<file path="src/rtl/bma_pkg.sv">
// Purpose: shared constants and types for the bus mastership arbiter
// Assumes: one 10 MHz clock, synchronous active-low reset
// Notes: request and acknowledge inputs are active high inside the block
package bma_pkg;

  // ==========================================================================
  // timing
  localparam int BMA_CLK_PERIOD_NS = 100;
  localparam int BMA_SYNC_MAX_NS = 100;
  localparam int BMA_SYNC_MAX_CYC = (BMA_SYNC_MAX_NS / BMA_CLK_PERIOD_NS < 1) ? 1 :
    BMA_SYNC_MAX_NS / BMA_CLK_PERIOD_NS;
  localparam logic [1:0] BMA_FIRST_STATE_DELAY = 2'h2;
  localparam logic [1:0] BMA_REGRANT_GAP = 2'h2;

  // ==========================================================================
  // reset values
  localparam logic BMA_GRANT_RST = 1'h0;
  localparam logic BMA_FLOAT_RST = 1'h0;

  // ==========================================================================
  // arbiter states, one-hot
  typedef enum logic [4:0] {
    BMA_ST_IDLE = 5'h01,
    BMA_ST_WAIT_CYCLE = 5'h02,
    BMA_ST_GRANT = 5'h04,
    BMA_ST_OWNED = 5'h08,
    BMA_ST_GAP = 5'h10
  } bma_state_t;

endpackage

</file>
<file path="src/rtl/bma_sync.sv">
// Purpose: falling-edge sampler for asynchronous arbitration inputs
// Assumes: inputs meet setup to the clock
// Notes: emulates sample-on-fall, valid-at-next-fall with a 2-stage chain
`timescale 1ns/1ps
module bma_sync (
  input wire logic i_clk,
  input wire logic i_reset_n,
  input wire logic i_async,
  output logic o_sync
);
  import bma_pkg::*;

  logic meta_q;
  logic sync_q;

  // ==========================================================================
  // sampler
  // first stage feeds only the second stage
  always_ff @(negedge i_clk) begin
    if (!i_reset_n) begin
      meta_q <= 1'h0;
      sync_q <= 1'h0;
    end else begin
      meta_q <= i_async;
      sync_q <= meta_q;
    end
  end

  assign o_sync = sync_q;
endmodule

</file>
<file path="src/rtl/bma_arbiter.sv">
// Purpose: bus mastership arbiter of the processor's external bus
// Assumes: request/acknowledge active high; bus sequencer gives cycle status
// Notes: i_three_wire low selects the two-wire variant
//
// Behaviour
// - two-wire variant ignores grant_ack entirely
// - finish started cycle, then yield bus
// - drop grant_out after grant_ack seen
// - re-grant while request_in still asserted
// - request withdrawn before acknowledge resumes processing
// - grant right after request synchronised
// - committed cycle delays grant until addr_strobe or one skipped rising edge, whichever comes first
// - grant_ack holder owns bus until negation
// - no bus cycle between release and re-grant
// - inputs synchronised within one clock
// - sample falling edge, valid next fall
// - outputs change on following rising edge
// - float buses when control set, strobe negated and no cycle active
// - first_bus_state request grants second rising edge
`timescale 1ns/1ps
module bma_arbiter (
  input wire logic i_clk,
  input wire logic i_reset_n,
  input wire logic i_three_wire,
  input wire logic i_request_in,
  input wire logic i_grant_ack,
  input wire logic i_first_bus_state,
  input wire logic i_addr_strobe,
  input wire logic i_cycle_active,
  output logic o_grant_out,
  output logic o_three_state,
  output logic o_bus_float,
  output logic o_bus_hold
);
  import bma_pkg::*;

  // ==========================================================================
  // input synchronisers
  logic req_s;
  logic ack_raw_s;
  logic ack_s;

  bma_sync u_req_sync (
    .i_clk(i_clk),
    .i_reset_n(i_reset_n),
    .i_async(i_request_in),
    .o_sync(req_s)
  );

  bma_sync u_ack_sync (
    .i_clk(i_clk),
    .i_reset_n(i_reset_n),
    .i_async(i_grant_ack),
    .o_sync(ack_raw_s)
  );

  assign ack_s = i_three_wire & ack_raw_s;

  // ==========================================================================
  // state and registers
  bma_state_t state_q;
  bma_state_t state_d;
  logic grant_q;
  logic grant_d;
  logic tri_q;
  logic tri_d;
  logic float_q;
  logic float_d;
  logic hold_q;
  logic hold_d;
  logic [1:0] cnt_q;
  logic [1:0] cnt_d;
  logic s0_seen_q;
  logic s0_seen_d;

  // committed cycle without strobe yet delays the grant
  wire committed = i_first_bus_state & ~i_addr_strobe;
  wire delay_done = (cnt_q >= BMA_FIRST_STATE_DELAY - 2'h1);
  wire may_grant = ~committed | delay_done;

  // ==========================================================================
  // next state
  always_comb begin
    state_d = state_q;
    cnt_d = cnt_q;
    s0_seen_d = s0_seen_q;
    unique case (state_q)
      BMA_ST_IDLE: begin
        cnt_d = 2'h0;
        s0_seen_d = 1'h0;
        if (req_s && !ack_s) begin
          if (committed) begin
            state_d = BMA_ST_WAIT_CYCLE;
            s0_seen_d = 1'h1;
          end else begin
            state_d = BMA_ST_GRANT;
          end
        end else if (ack_s) begin
          state_d = BMA_ST_OWNED;
        end
      end
      BMA_ST_WAIT_CYCLE: begin
        // grant once strobe is up, or after skipping one rising edge without it
        if (cnt_q != 2'h3) begin
          cnt_d = cnt_q + 2'h1;
        end
        if (!req_s) begin
          state_d = BMA_ST_IDLE;
        end else if (may_grant || i_addr_strobe) begin
          state_d = BMA_ST_GRANT;
        end
      end
      BMA_ST_GRANT: begin
        if (ack_s) begin
          state_d = BMA_ST_OWNED;
        end else if (!req_s) begin
          state_d = BMA_ST_IDLE;
        end
      end
      BMA_ST_OWNED: begin
        cnt_d = 2'h0;
        if (!ack_s) begin
          state_d = BMA_ST_GAP;
        end else if (req_s) begin
          state_d = BMA_ST_OWNED;
        end
      end
      BMA_ST_GAP: begin
        // bus stays held so no cycle slips in before a re-grant
        cnt_d = cnt_q + 2'h1;
        if (ack_s) begin
          state_d = BMA_ST_OWNED;
        end else if (cnt_q == BMA_REGRANT_GAP - 2'h1) begin
          state_d = req_s ? BMA_ST_GRANT : BMA_ST_IDLE;
        end
      end
      default: begin
        state_d = BMA_ST_IDLE;
      end
    endcase
  end

  // ==========================================================================
  // outputs
  always_comb begin
    grant_d = 1'h0;
    tri_d = 1'h0;
    hold_d = 1'h0;
    unique case (state_d)
      BMA_ST_IDLE: begin
        grant_d = 1'h0;
      end
      BMA_ST_WAIT_CYCLE: begin
        hold_d = 1'h0;
      end
      BMA_ST_GRANT: begin
        grant_d = 1'h1;
        tri_d = ~i_three_wire;
        hold_d = 1'h1;
      end
      BMA_ST_OWNED: begin
        grant_d = 1'h0;
        tri_d = 1'h1;
        hold_d = 1'h1;
      end
      BMA_ST_GAP: begin
        tri_d = 1'h1;
        hold_d = 1'h1;
      end
      default: begin
        grant_d = 1'h0;
      end
    endcase
  end

  // float only once the running cycle has dropped its strobe
  assign float_d = tri_d & ~i_addr_strobe & ~i_cycle_active;

  // ==========================================================================
  // registers, all on the rising edge
  always_ff @(posedge i_clk) begin
    if (!i_reset_n) begin
      state_q <= BMA_ST_IDLE;
      cnt_q <= 2'h0;
      s0_seen_q <= 1'h0;
      grant_q <= BMA_GRANT_RST;
      tri_q <= BMA_FLOAT_RST;
      float_q <= BMA_FLOAT_RST;
      hold_q <= 1'h0;
    end else begin
      state_q <= state_d;
      cnt_q <= cnt_d;
      s0_seen_q <= s0_seen_d;
      grant_q <= grant_d;
      tri_q <= tri_d;
      float_q <= float_d;
      hold_q <= hold_d;
    end
  end

  assign o_grant_out = grant_q;
  assign o_three_state = tri_q;
  assign o_bus_float = float_q;
  assign o_bus_hold = hold_q;
endmodule

</file>
<file path="config.mk">
export PLATFORM = sky130hd
export DESIGN_NAME = bma_arbiter
export DESIGN_NICKNAME = d
export VERILOG_FILES = /design/src/rtl/bma_pkg.sv /design/src/rtl/bma_sync.sv /design/src/rtl/bma_arbiter.sv
export SDC_FILE = /design/constraint.sdc
export NUM_CORES = 1
export LEC_CHECK = 0
export ABC_AREA = 1
export BUFFER_PORTS_ARGS = -buffer_cell sky130_fd_sc_hd__buf_4
export CAP_MARGIN = 10
export CORE_MARGIN = 4
export CORE_UTILIZATION = 45
export DETAILED_ROUTE_END_ITERATION = 8
export HOLD_SLACK_MARGIN = 0.1
export SLEW_MARGIN = 20
export SYNTH_ARGS = -nofsm -noshare
export SYNTH_HDL_FRONTEND = slang
export SYNTH_HIERARCHICAL = 1
export SYNTH_SLANG_ARGS = --single-unit
</file>
<file path="constraint.sdc">
create_clock -name i_clk -period 3.8 [get_ports i_clk]
set_clock_uncertainty 0.2 [all_clocks]
set_input_delay 1.14 -clock i_clk [delete_from_list [all_inputs] [get_ports i_clk]]
set_output_delay 1.14 -clock i_clk [all_outputs]
set_load 0.02 [all_outputs]
</file>
---- Yosys cells after proc, flatten, opt, wreduce, memory -nomap -nowiden ----
Cells that the tools add are included.
operators by class
  multiply operators ...................... 0
  reductions and logical operators ........ 8
  shift-type cells ........................ 0
  div/mod/pow operators ................... 0
  $add $sub $neg .......................... 1
  magnitude comparators ................... 1
  equality and inequality tests ........... 11
  mux-type cells .......................... 18
  bitwise operators ....................... 9
operator list
  kind                                                                                  number
  5-bit 2-to-1 mux                                                                      10
  5-bit one-hot mux with 5 select lines                                                 1
  5-bit by 3-bit == test with 1-bit output (second input constant)                      2
  5-bit by 4-bit == test with 1-bit output (second input constant)                      2
  5-bit == test (second input constant)                                                 2
  3-bit 2-to-1 mux                                                                      2
  2-bit one-hot mux with 3 select lines                                                 1
  5-bit by 1-bit == test with 1-bit output (second input constant)                      1
  5-bit by 2-bit == test with 1-bit output (second input constant)                      1
  1-bit bitwise AND                                                                     4
  2-bit inequality test (second input constant)                                         2
  1-bit inverter                                                                        4
  2-bit OR reduction                                                                    2
  3-bit nonzero test                                                                    1
  3-bit OR reduction                                                                    1
  2-bit by 1-bit adder with 2-bit output (second input constant)                        1
  2-bit by 1-bit == test with 1-bit output (second input constant)                      1
  2-bit by 1-bit greater-or-equal comparator with 1-bit output (second input constant)  1
  1-bit 2-to-1 mux                                                                      2
  2-bit 2-to-1 mux                                                                      1
  1-bit one-hot mux with 2 select lines                                                 1
  2-bit AND reduction                                                                   1
  1-bit logical AND                                                                     1
  1-bit logical NOT                                                                     1
  2 further kinds                                                                       2
word-level totals
  bits in latches ......................... 0
  RAM bits ................................ 0
  ROM bits ................................ 0
  memories ................................ 0
  output and inout bits ................... 4
  logic and storage cells ................. 58
  input bits .............................. 8
  register bits after elaboration ......... 15

---- Longest topological paths before layout ----
Gate-level depths: netlist (run 1).
  depth in word-level cells ............... 13
  mapped depth ............................ 11
  depth with buffers taken out ............ 11

---- Modules after synthesis ----
The synthesis (run 1) kept the hierarchy.
modules (own cells, without submodules)
  module       area each (um^2)  instances  cells each  sequential area each (um^2)
  bma_arbiter  752.0             1          110         220.2
  bma_sync     58.8              2          7           40.0

==> results.ini, run 1 <==
[synthesis]
yosysUniqueCellTypes = 21
yosysSeqAreaShare = 0.345
syn_area_per_cell_um2 = 7.01
synth_area_leader_cell = dfxtp_1
synth_fp_nets = 135
netlist_area_um2 = 870
synth_top_area_frac = 0.345
syn_inst = 124
ys_top_cells_by_area = dfxtp_1, nand2_1, inv_1
ys_ff_latch = 15
yosysWarnings = 6

[routing]
viasPerCell = 4.86
wl_per_cell_um = 10.1
vias = 807
drt_iter0_drc = 17
firstDrtPassIters = 4
antenna_left = 0
drc = 0
finalWirelength_um = 1680

[global_routing]
grt_overflow = 0
grt_util_all_layers = 0.153
grt_max_degree = 12
antenna_found_initial = 0
grt_pass1_vias = 774
grt_pass1_wl_um = 3130

[cts]
cts-root-buf = clkbuf_4
path_clk_slew_ns = 0.09
cts_tree = built
htree_levels = 1
cts_resized = 0
postCtsSetupBuffers = 0
cts-buffers-inserted = 3
clock-sinks = 15
postCtsHoldBufs = 0
worstSkewPairLatency_ns = 0.34
clockBufferDepth = 2

[floorplanning]
row_count = 15
die_area_mm2 = 0.00270
start_util = 0.488
die_h_um = 52.0
die_w_um = 52.0
ios = 12
fp.coreArea_mm2 = 0.00178

[critical_path]
cp_slowest_cell = dfxtp_1
crit_required_ns = 3.79
slowest_delay_ns = 0.30
crit_family = simple AND/OR/NAND/NOR gates
start_kind = register
crit_fanout = 9
critPathBufInv = 1
critPathCaptureType = register
path_class = register to register
path_cells = nand2_2 > inv_1 > nand4_1 > nand2_1 > nor2_1 > nand3_2 > nand2_2 > nand2_1
crit_arrival_ns = 3.33

[placement]
globalplace.congestion = 0.822
hpwl_um = 1360
port_buffers = 11

[timing]
worst_pin_slew_ns = 0.270
setup_viol_count_final = 0
slew_headroom = 0.820
worst_hold_slack_ns = 0.207
hold_viol = 0
slew_viol_final = 0
rsz0062_at_grt = no
final.setup.tns_ns = 0

[cells_and_area]
antenna_cells = 0
drive_gt1_frac = 0.262
final_common_cell = nand2_1
area_growth_pct = 19.4
layout_common_cells = nand2_1, inv_1, dfxtp_1
fin_nets = 153

[status]
status = completed

[pwr]
p_per_area_mw_per_mm2 = 417
p_leak_nw = 0.553
ir_worst_vdd_v = 0.000261
power_mw = 0.433

[worst_hold_path]
hold_class = register to register

[run]
drv_cap = 0

[final cells by class]
| cell class | instances | area, um2 |
|---|---|---|
| inverter | 24 | 91.3 |
| multi-input combinational | 83 | 470 |
| tap | 25 | 31.3 |
| clock inverter | 4 | 15.0 |
| timing repair buffer | 11 | 82.6 |
| fill | 178 | 744 |
| sequential | 15 | 300 |
| clock buffer | 4 | 47.5 |
[stage by stage]
| step | setup WS [ns] | cells | area [um2] | utilization |
|---|---|---|---|---|
| after floorplan | 0.383 | 124 | 870 | - |
| after global placement | 0.203 | 160 | 983 | 0.552 |
| after detailed placement | 0.191 | 160 | 983 | 0.552 |
| after CTS | 0.459 | 166 | 1040 | 0.582 |
| after global routing | 0.276 | 166 | 1040 | 0.582 |
| final | 0.462 | 166 | 1040 | 0.582 |
[power breakdown]
| group | leakage [nW] | internal (mW) | switching (mW) |
|---|---|---|---|
| registers | 0.123 | 0.170 | 0.0110 |
| logic | 0.383 | 0.0407 | 0.0620 |
| clock network | 0.0474 | 0.0856 | 0.0639 |
| total | 0.553 | 0.296 | 0.137 |
[tightest hold or removal path: stages (launching register included)]
cell,delay (ns)
dfxtp_1,0.29
nand2_1,0.04
inv_1,0.03
[registers in the layout (all words and copies together), names as in the netlist]
register           flops
u_req_sync/o_sync      1
o_bus_hold             1
state_q                5
o_three_state          1
cnt_q                  2
u_ack_sync/o_sync      1
u_req_sync/meta_q      1
o_grant_out            1
u_ack_sync/meta_q      1
o_bus_float            1
[synthesized netlist by cell type]
master    instances
nor2_2            2
a21oi_1           6
nand2_2           6
ha_1              3
nor3_1            1
inv_1            23
a21oi_2           2
nand2_4           1
o21ai_0           4
or2_2             1
nor3_4            1
clkinv_2          1
nand3_2           2
a31oi_1           1
dfxtp_1          15
nor2_4            4
nand4_1           5
inv_2             2
nor2_1            9
nand2_1          28
nand3_1           7
[logic make-up after synthesis]
kind of cell             Yosys count  share of synthesized area
buffers and inverters             26                      0.114
AO/OA/AOI/OAI                     13                     0.0849
AND/OR/NAND/NOR                   67                      0.413
adder cells (fa/ha/maj)            3                     0.0432
flip-flops                        15                      0.345
[per-layer routing]
layer  vias up  share of wire  GRT usage
met2        26           0.49      0.266
met3         4          0.071     0.0258
met1       356           0.42      0.180
met5         -              0          0
li1        421              -          -
met4         0          0.014     0.0699
[final timing paths]
| kind | start | to | slack (ns) | cells past startpoint |
|---|---|---|---|---|
| setup / recovery | u_ack_sync/o_sync$_SDFF_NN0_ | o_three_state$_SDFF_PN0_ | 0.46 | 8 |
| hold reg to reg | u_req_sync/meta_q$_SDFF_NN0_ | u_req_sync/o_sync$_SDFF_NN0_ | 0.21 | 2 |
| hold / removal | u_req_sync/meta_q$_SDFF_NN0_ | u_req_sync/o_sync$_SDFF_NN0_ | 0.21 | 2 |
| setup reg to reg | u_ack_sync/o_sync$_SDFF_NN0_ | o_three_state$_SDFF_PN0_ | 0.46 | 8 |
(Power assumes the default switching activity.)
==> inputs of run 2 (changes only) <==
--- a/config.mk
+++ b/config.mk
@@ -10,8 +10,10 @@
 export CAP_MARGIN = 10
 export CORE_MARGIN = 4
 export CORE_UTILIZATION = 45
+export CTS_BUF_LIST = sky130_fd_sc_hd__clkbuf_4
 export DETAILED_ROUTE_END_ITERATION = 8
 export HOLD_SLACK_MARGIN = 0.1
+export SETUP_SLACK_MARGIN = 0.02
 export SLEW_MARGIN = 20
 export SYNTH_ARGS = -nofsm -noshare
 export SYNTH_HDL_FRONTEND = slang
==> results.ini, run 2 (synthesized netlist as in run 1, its figures left out) <==
[cts]
cts-root-buf = clkbuf_4  ; unchanged
cts-buffers-inserted = 3  ; unchanged
htree_levels = 1  ; unchanged
cts_tree = built  ; unchanged
postCtsHoldBufs = 0  ; unchanged
postCtsSetupBuffers = 0  ; unchanged
worstSkewPairLatency_ns = 0.34  ; about the same
path_clk_slew_ns = 0.09  ; about the same
cts_resized = 0  ; unchanged
clock-sinks = 15  ; unchanged
clockBufferDepth = 2  ; unchanged

[worst_hold_path]
min_to = u_req_sync/o_sync$_SDFF_NN0_  ; unchanged
hold_class = register to register  ; unchanged
min_from = u_req_sync/meta_q$_SDFF_NN0_  ; unchanged
whs_path_depth = 2  ; unchanged

[cells_and_area]
reg.largest.list = state_q x5, cnt_q x2  ; unchanged
area_growth_pct = 20.0  ; was 19.4%
seq_area_um2 = 300  ; unchanged
multi_input_area_um2 = 470  ; unchanged
fin_nets = 153  ; unchanged
largest_reg_flops = 5  ; unchanged
fillerInstances = 176  ; was 178
postLayoutCellArea_mm2 = 0.00104  ; about the same
antenna_cells = 0  ; unchanged
final_common_cell = nand2_1  ; unchanged
top_register = state_q  ; unchanged
drive_gt1_frac = 0.262  ; unchanged
layout_common_cells = nand2_1, inv_1, dfxtp_1  ; unchanged

[floorplanning]
fp.coreArea_mm2 = 0.00178  ; unchanged
row_count = 15  ; unchanged
die_h_um = 52.0  ; unchanged
start_util = 0.488  ; unchanged
die_w_um = 52.0  ; unchanged
die_area_mm2 = 0.00270  ; unchanged
ios = 12  ; unchanged

[critical_path]
path_cells = nand2_2 > inv_1 > nand4_1 > nand2_1 > nor2_1 > nand3_2 > nand2_2 > nand2_1  ; unchanged
crit_required_ns = 3.79  ; about the same
critPathCaptureType = register  ; unchanged
cp_slowest_cell = dfxtp_1  ; unchanged
crit_arrival_ns = 3.33  ; about the same
r2r-end = o_three_state$_SDFF_PN0_  ; unchanged
worstReg2RegStart = u_ack_sync/o_sync$_SDFF_NN0_  ; unchanged
rr_worst_depth = 8  ; unchanged
start_kind = register  ; unchanged
crit_fanout = 9  ; unchanged
reg2reg_slack_ns = 0.46  ; about the same
path_class = register to register  ; unchanged
slowest_delay_ns = 0.30  ; about the same

[timing]
rsz0062_at_grt = no  ; unchanged
setup_viol_count_final = 0  ; unchanged
slew_headroom = 0.821  ; was 0.820
final.setup.tns_ns = 0  ; unchanged
worst_pin_slew_ns = 0.268  ; was 0.270 ns
hold_viol = 0  ; unchanged
slew_viol_final = 0  ; unchanged

[pwr]
p_per_area_mw_per_mm2 = 439  ; was 417 mW/mm2
ir_worst_vdd_v = 0.000344  ; was 0.000261 V
p_leak_nw = 0.555  ; was 0.553 nW

[global_routing]
grt_util_all_layers = 0.156  ; was 0.153
grt_max_degree = 12  ; unchanged
grt_pass1_vias = 789  ; was 774
grt_overflow = 0  ; unchanged
grt_pass1_wl_um = 3180  ; was 3130 um
antenna_found_initial = 0  ; unchanged

[status]
status = completed  ; unchanged

[routing]
viasPerCell = 4.87  ; was 4.86
drc = 0  ; unchanged
drt_iter0_drc = 24  ; was 17
wl_met2_um = 854  ; was 823 um
finalWirelength_um = 1710  ; was 1680 um
firstDrtPassIters = 4  ; unchanged
antenna_left = 0  ; unchanged
dr_wl_met3_um = 104  ; was 120 um
met1Wirelength_um = 729  ; was 714 um
top_layer_used = met4  ; unchanged
vias = 809  ; was 807
wl_per_cell_um = 10.3  ; was 10.1 um

[run]
drv_cap = 0  ; unchanged

[placement]
dpl-instance-area_um2 = 983  ; unchanged
hpwl_um = 1360  ; unchanged
globalplace.congestion = 0.822  ; unchanged
port_buffers = 11  ; unchanged

[run 2: cell types whose count changed in the layout (fill, tap and decap cells not counted), sizes merged]
cell and delta:
bufinv +1, clkbuf -1
[run 2: final cells by class]
class / instances / area share
clock buffers: 3 / 0.0216
clock inverters: 5 / 0.0432
inverters: 24 / 0.0875
multi-input cells: 83 / 0.451
flip-flops and latches: 15 / 0.288
well taps: 25 / 0.0300
repair buffers: 11 / 0.0791
[run 2: power breakdown]
group	switching, mW	internal [mW]
Combinational	0.0629	0.0408
Clock	0.0620	0.112
Sequential	0.0110	0.170
Total	0.136	0.323
[run 2: how the worst max path moves through the flow]
stage                              endpoint                    startpoint  cells after the start  slack, ns
2_1_floorplan  u_ack_sync/meta_q$_SDFF_NN0_                   i_grant_ack                      2       0.38
3_3_place_gp   u_ack_sync/o_sync$_SDFF_NN0_                     i_reset_n                      3       0.20
3_5_place_dp   u_req_sync/o_sync$_SDFF_NN0_                     i_reset_n                      3       0.19
4_1_cts            o_three_state$_SDFF_PN0_  u_ack_sync/o_sync$_SDFF_NN0_                      8       0.46
5_1_grt              o_bus_float$_SDFF_PN0_  u_req_sync/o_sync$_SDFF_NN0_                      8       0.28
6_report           o_three_state$_SDFF_PN0_  u_ack_sync/o_sync$_SDFF_NN0_                      8       0.46
[run 2: layer usage]
metal / vias to the layer above / track usage
met4: 0 / 0.0699
met2: 23 / 0.274
met5: - / 0
li1: 422 / -
met1: 360 / 0.182
met3: 4 / 0.0258
[run 2: through the flow]
stage / utilization / setup slack [ns] / total power, mW / std cells / hold slack [ns]
2_1_floorplan: - / 0.383 / 0.269 / 124 / 0.186
3_3_place_gp: 0.552 / 0.203 / 0.297 / 160 / 0.190
3_5_place_dp: 0.552 / 0.191 / 0.298 / 160 / 0.202
4_1_cts: 0.585 / 0.459 / 0.463 / 166 / 0.207
5_1_grt: 0.585 / 0.276 / 0.493 / 166 / 0.260
6_report: 0.585 / 0.457 / 0.459 / 166 / 0.207
[run 2: critical path, delay by kind of cell, from the launching register on]
| kind | cells | cell delay [ns] |
|---|---|---|
| buffers and inverters | 1 | 0.11 |
| and+or+nand+nor | 7 | 0.68 |
| DFF | 1 | 0.30 |
==> inputs of run 3 (changes only) <==
--- a/config.mk
+++ b/config.mk
@@ -13,6 +13,7 @@
 export CTS_BUF_LIST = sky130_fd_sc_hd__clkbuf_4
 export DETAILED_ROUTE_END_ITERATION = 8
 export HOLD_SLACK_MARGIN = 0.1
+export PLACE_DENSITY = 0.67
 export SETUP_SLACK_MARGIN = 0.02
 export SLEW_MARGIN = 20
 export SYNTH_ARGS = -nofsm -noshare
==> constraint.sdc (replaced) <==
create_clock -name i_clk -period 2.88 [get_ports i_clk]
set_clock_uncertainty 0.2 [all_clocks]
set_input_delay 0.864 -clock i_clk [delete_from_list [all_inputs] [get_ports i_clk]]
set_output_delay 0.864 -clock i_clk [all_outputs]
set_load 0.02 [all_outputs]
==> results.ini, run 3 (synthesized netlist as in run 1, its figures left out) <==
[cells_and_area]
layout_common_cells = nand2_1, inv_1, buf_4  ; was nand2_1, inv_1, dfxtp_1
final_common_cell = nand2_1  ; unchanged
area_growth_pct = 23.0  ; was 20.0%
top_register = state_q  ; unchanged
stdcell_count = 170  ; was 166
antenna_cells = 0  ; unchanged
fin_nets = 157  ; was 153
drive_gt1_frac = 0.317  ; was 0.262
largest_reg_flops = 5  ; unchanged
reg.largest.list = state_q x5, cnt_q x2  ; unchanged
fillerInstances = 177  ; was 176

[status]
status = completed  ; unchanged

[timing]
slew_headroom = 0.819  ; was 0.821
worst_pin_slew_ns = 0.272  ; was 0.268 ns
slew_viol_final = 0  ; unchanged
rsz0062_at_grt = yes  ; was no
hold_viol = 0  ; unchanged
setup_viol_count_final = 0  ; unchanged
final.setup.worst_slack_ns = 0.0581  ; was 0.457 ns

[global_routing]
grt_overflow = 0  ; unchanged
grt_pass1_wl_um = 3080  ; was 3180 um
grt_max_degree = 10  ; was 12
grt_pass1_vias = 759  ; was 789
grt_util_all_layers = 0.152  ; was 0.156
antenna_found_initial = 0  ; unchanged

[cts]
htree_levels = 1  ; unchanged
worstSkewPairLatency_ns = 0.33  ; was 0.34 ns
cts_tree = built  ; unchanged
cts-root-buf = clkbuf_4  ; unchanged
clock-sinks = 15  ; unchanged
clockBufferDepth = 2  ; unchanged
cts-buffers-inserted = 3  ; unchanged
postCtsHoldBufs = 0  ; unchanged
path_clk_slew_ns = 0.09  ; about the same

[floorplanning]
die_w_um = 52.0  ; unchanged
fp.coreArea_mm2 = 0.00178  ; unchanged
die_h_um = 52.0  ; unchanged
row_count = 15  ; unchanged
start_util = 0.488  ; unchanged
ios = 12  ; unchanged
die_area_mm2 = 0.00270  ; unchanged

[critical_path]
crit_fanout = 8  ; was 9
start_kind = register  ; unchanged
slowest_delay_ns = 0.32  ; was 0.30 ns
path_cells = nand2_4 > inv_4 > nand4_1 > nand2_1 > nor2_2 > nand3_2 > nand2_2 > nand2_1  ; was nand2_2 > inv_1 > nand4_1 > nand2_1 > nor2_1 > nand3_2 > nand2_2 > nand2_1
crit_arrival_ns = 2.79  ; was 3.33 ns
path_class = register to register  ; unchanged
crit_path_frequent_cell = nand2_1
crit_required_ns = 2.85  ; was 3.79 ns
crit_family = simple AND/OR/NAND/NOR gates  ; unchanged
critPathBufInv = 1  ; unchanged
cp_slowest_cell = dfxtp_2  ; was dfxtp_1
critPathCaptureType = register  ; unchanged

[routing]
antenna_left = 0  ; unchanged
drt_iter0_drc = 24  ; unchanged
vias = 800  ; was 809
viasPerCell = 4.71  ; was 4.87
wl_per_cell_um = 10.2  ; was 10.3 um
drc = 0  ; unchanged
finalWirelength_um = 1730  ; was 1710 um
firstDrtPassIters = 4  ; unchanged

[placement]
place_ws_ns = 0.0364  ; was 0.191 ns
dp_cells = 162  ; was 160
globalplace.congestion = 0.892  ; was 0.822
port_buffers = 11  ; unchanged
hpwl_um = 1360  ; about the same

[pwr]
ir_worst_vdd_v = 0.000399  ; was 0.000344 V
p_per_area_mw_per_mm2 = 480  ; was 439 mW/mm2
p_leak_nw = 0.570  ; was 0.555 nW

[run]
drv_cap = 0  ; unchanged

[worst_hold_path]
hold_class = register to register  ; unchanged

-- run 3: worst reg2reg max path, stage by stage (launching register included) --
cell     delay, ns
dfxtp_2       0.32
nand2_4       0.12
inv_4         0.06
nand4_1       0.08
nand2_1       0.07
nor2_2        0.14
nand3_2       0.08
nand2_2       0.10
nand2_1       0.06
-- run 3: cell type report --
cell class,instances,area [um2],area share
inverters,24,93.8,0.0877
clock buffers,3,22.5,0.0211
flip-flops and latches,15,305,0.285
repair buffers,15,113,0.105
well taps,25,31.3,0.0292
multi-input cells,83,485,0.454
clock inverters,5,18.8,0.0175
-- run 3: path summary, 6_finish.rpt --
| path | from | endpoint | slack (ns) | depth (start not counted) |
|---|---|---|---|---|
| worst max-delay path | u_ack_sync/o_sync$_SDFF_NN0_ | o_bus_hold$_SDFF_PN0_ | 0.06 | 8 |
| worst min-delay path | u_req_sync/meta_q$_SDFF_NN0_ | u_req_sync/o_sync$_SDFF_NN0_ | 0.19 | 2 |
| worst max register to register | u_ack_sync/o_sync$_SDFF_NN0_ | o_bus_hold$_SDFF_PN0_ | 0.06 | 8 |
| worst min register to register | u_req_sync/meta_q$_SDFF_NN0_ | u_req_sync/o_sync$_SDFF_NN0_ | 0.19 | 2 |
-- run 3: per-layer routing --
metal	vias up	routed length, um	GRT usage
met4	0	21	0.0524
li1	426	-	-
met5	-	0	0
met2	32	809	0.251
met3	2	127	0.0372
met1	340	773	0.191
-- run 3: what timing repair did --
action / 4_1_cts / 5_1_grt
resized for setup: 3 / 7
buffers inserted: 0 / 2
pin swaps: 0 / 3
setup endpoints to repair: 3 / 5
-- run 3: through the flow --
stage | utilization | TNS [ns] | hold WS (ns) | cell area [um2] | power, mW
after CTS | 0.584 | 0 | 0.202 | 1040 | 0.519
after global placement | 0.560 | 0 | 0.190 | 998 | 0.393
after global routing | 0.600 | -0.0619 | 0.224 | 1070 | 0.560
after floorplan | - | 0 | 0.186 | 870 | 0.354
final | 0.600 | 0 | 0.195 | 1070 | 0.514
after detailed placement | 0.560 | 0 | 0.201 | 998 | 0.394
-- run 3: power by group --
part           total [mW]  internal, mW  switching (mW)
Clock               0.134        0.0573          0.0763
Sequential          0.238         0.224          0.0142
Combinational       0.142        0.0576          0.0846
Total               0.514         0.339           0.175
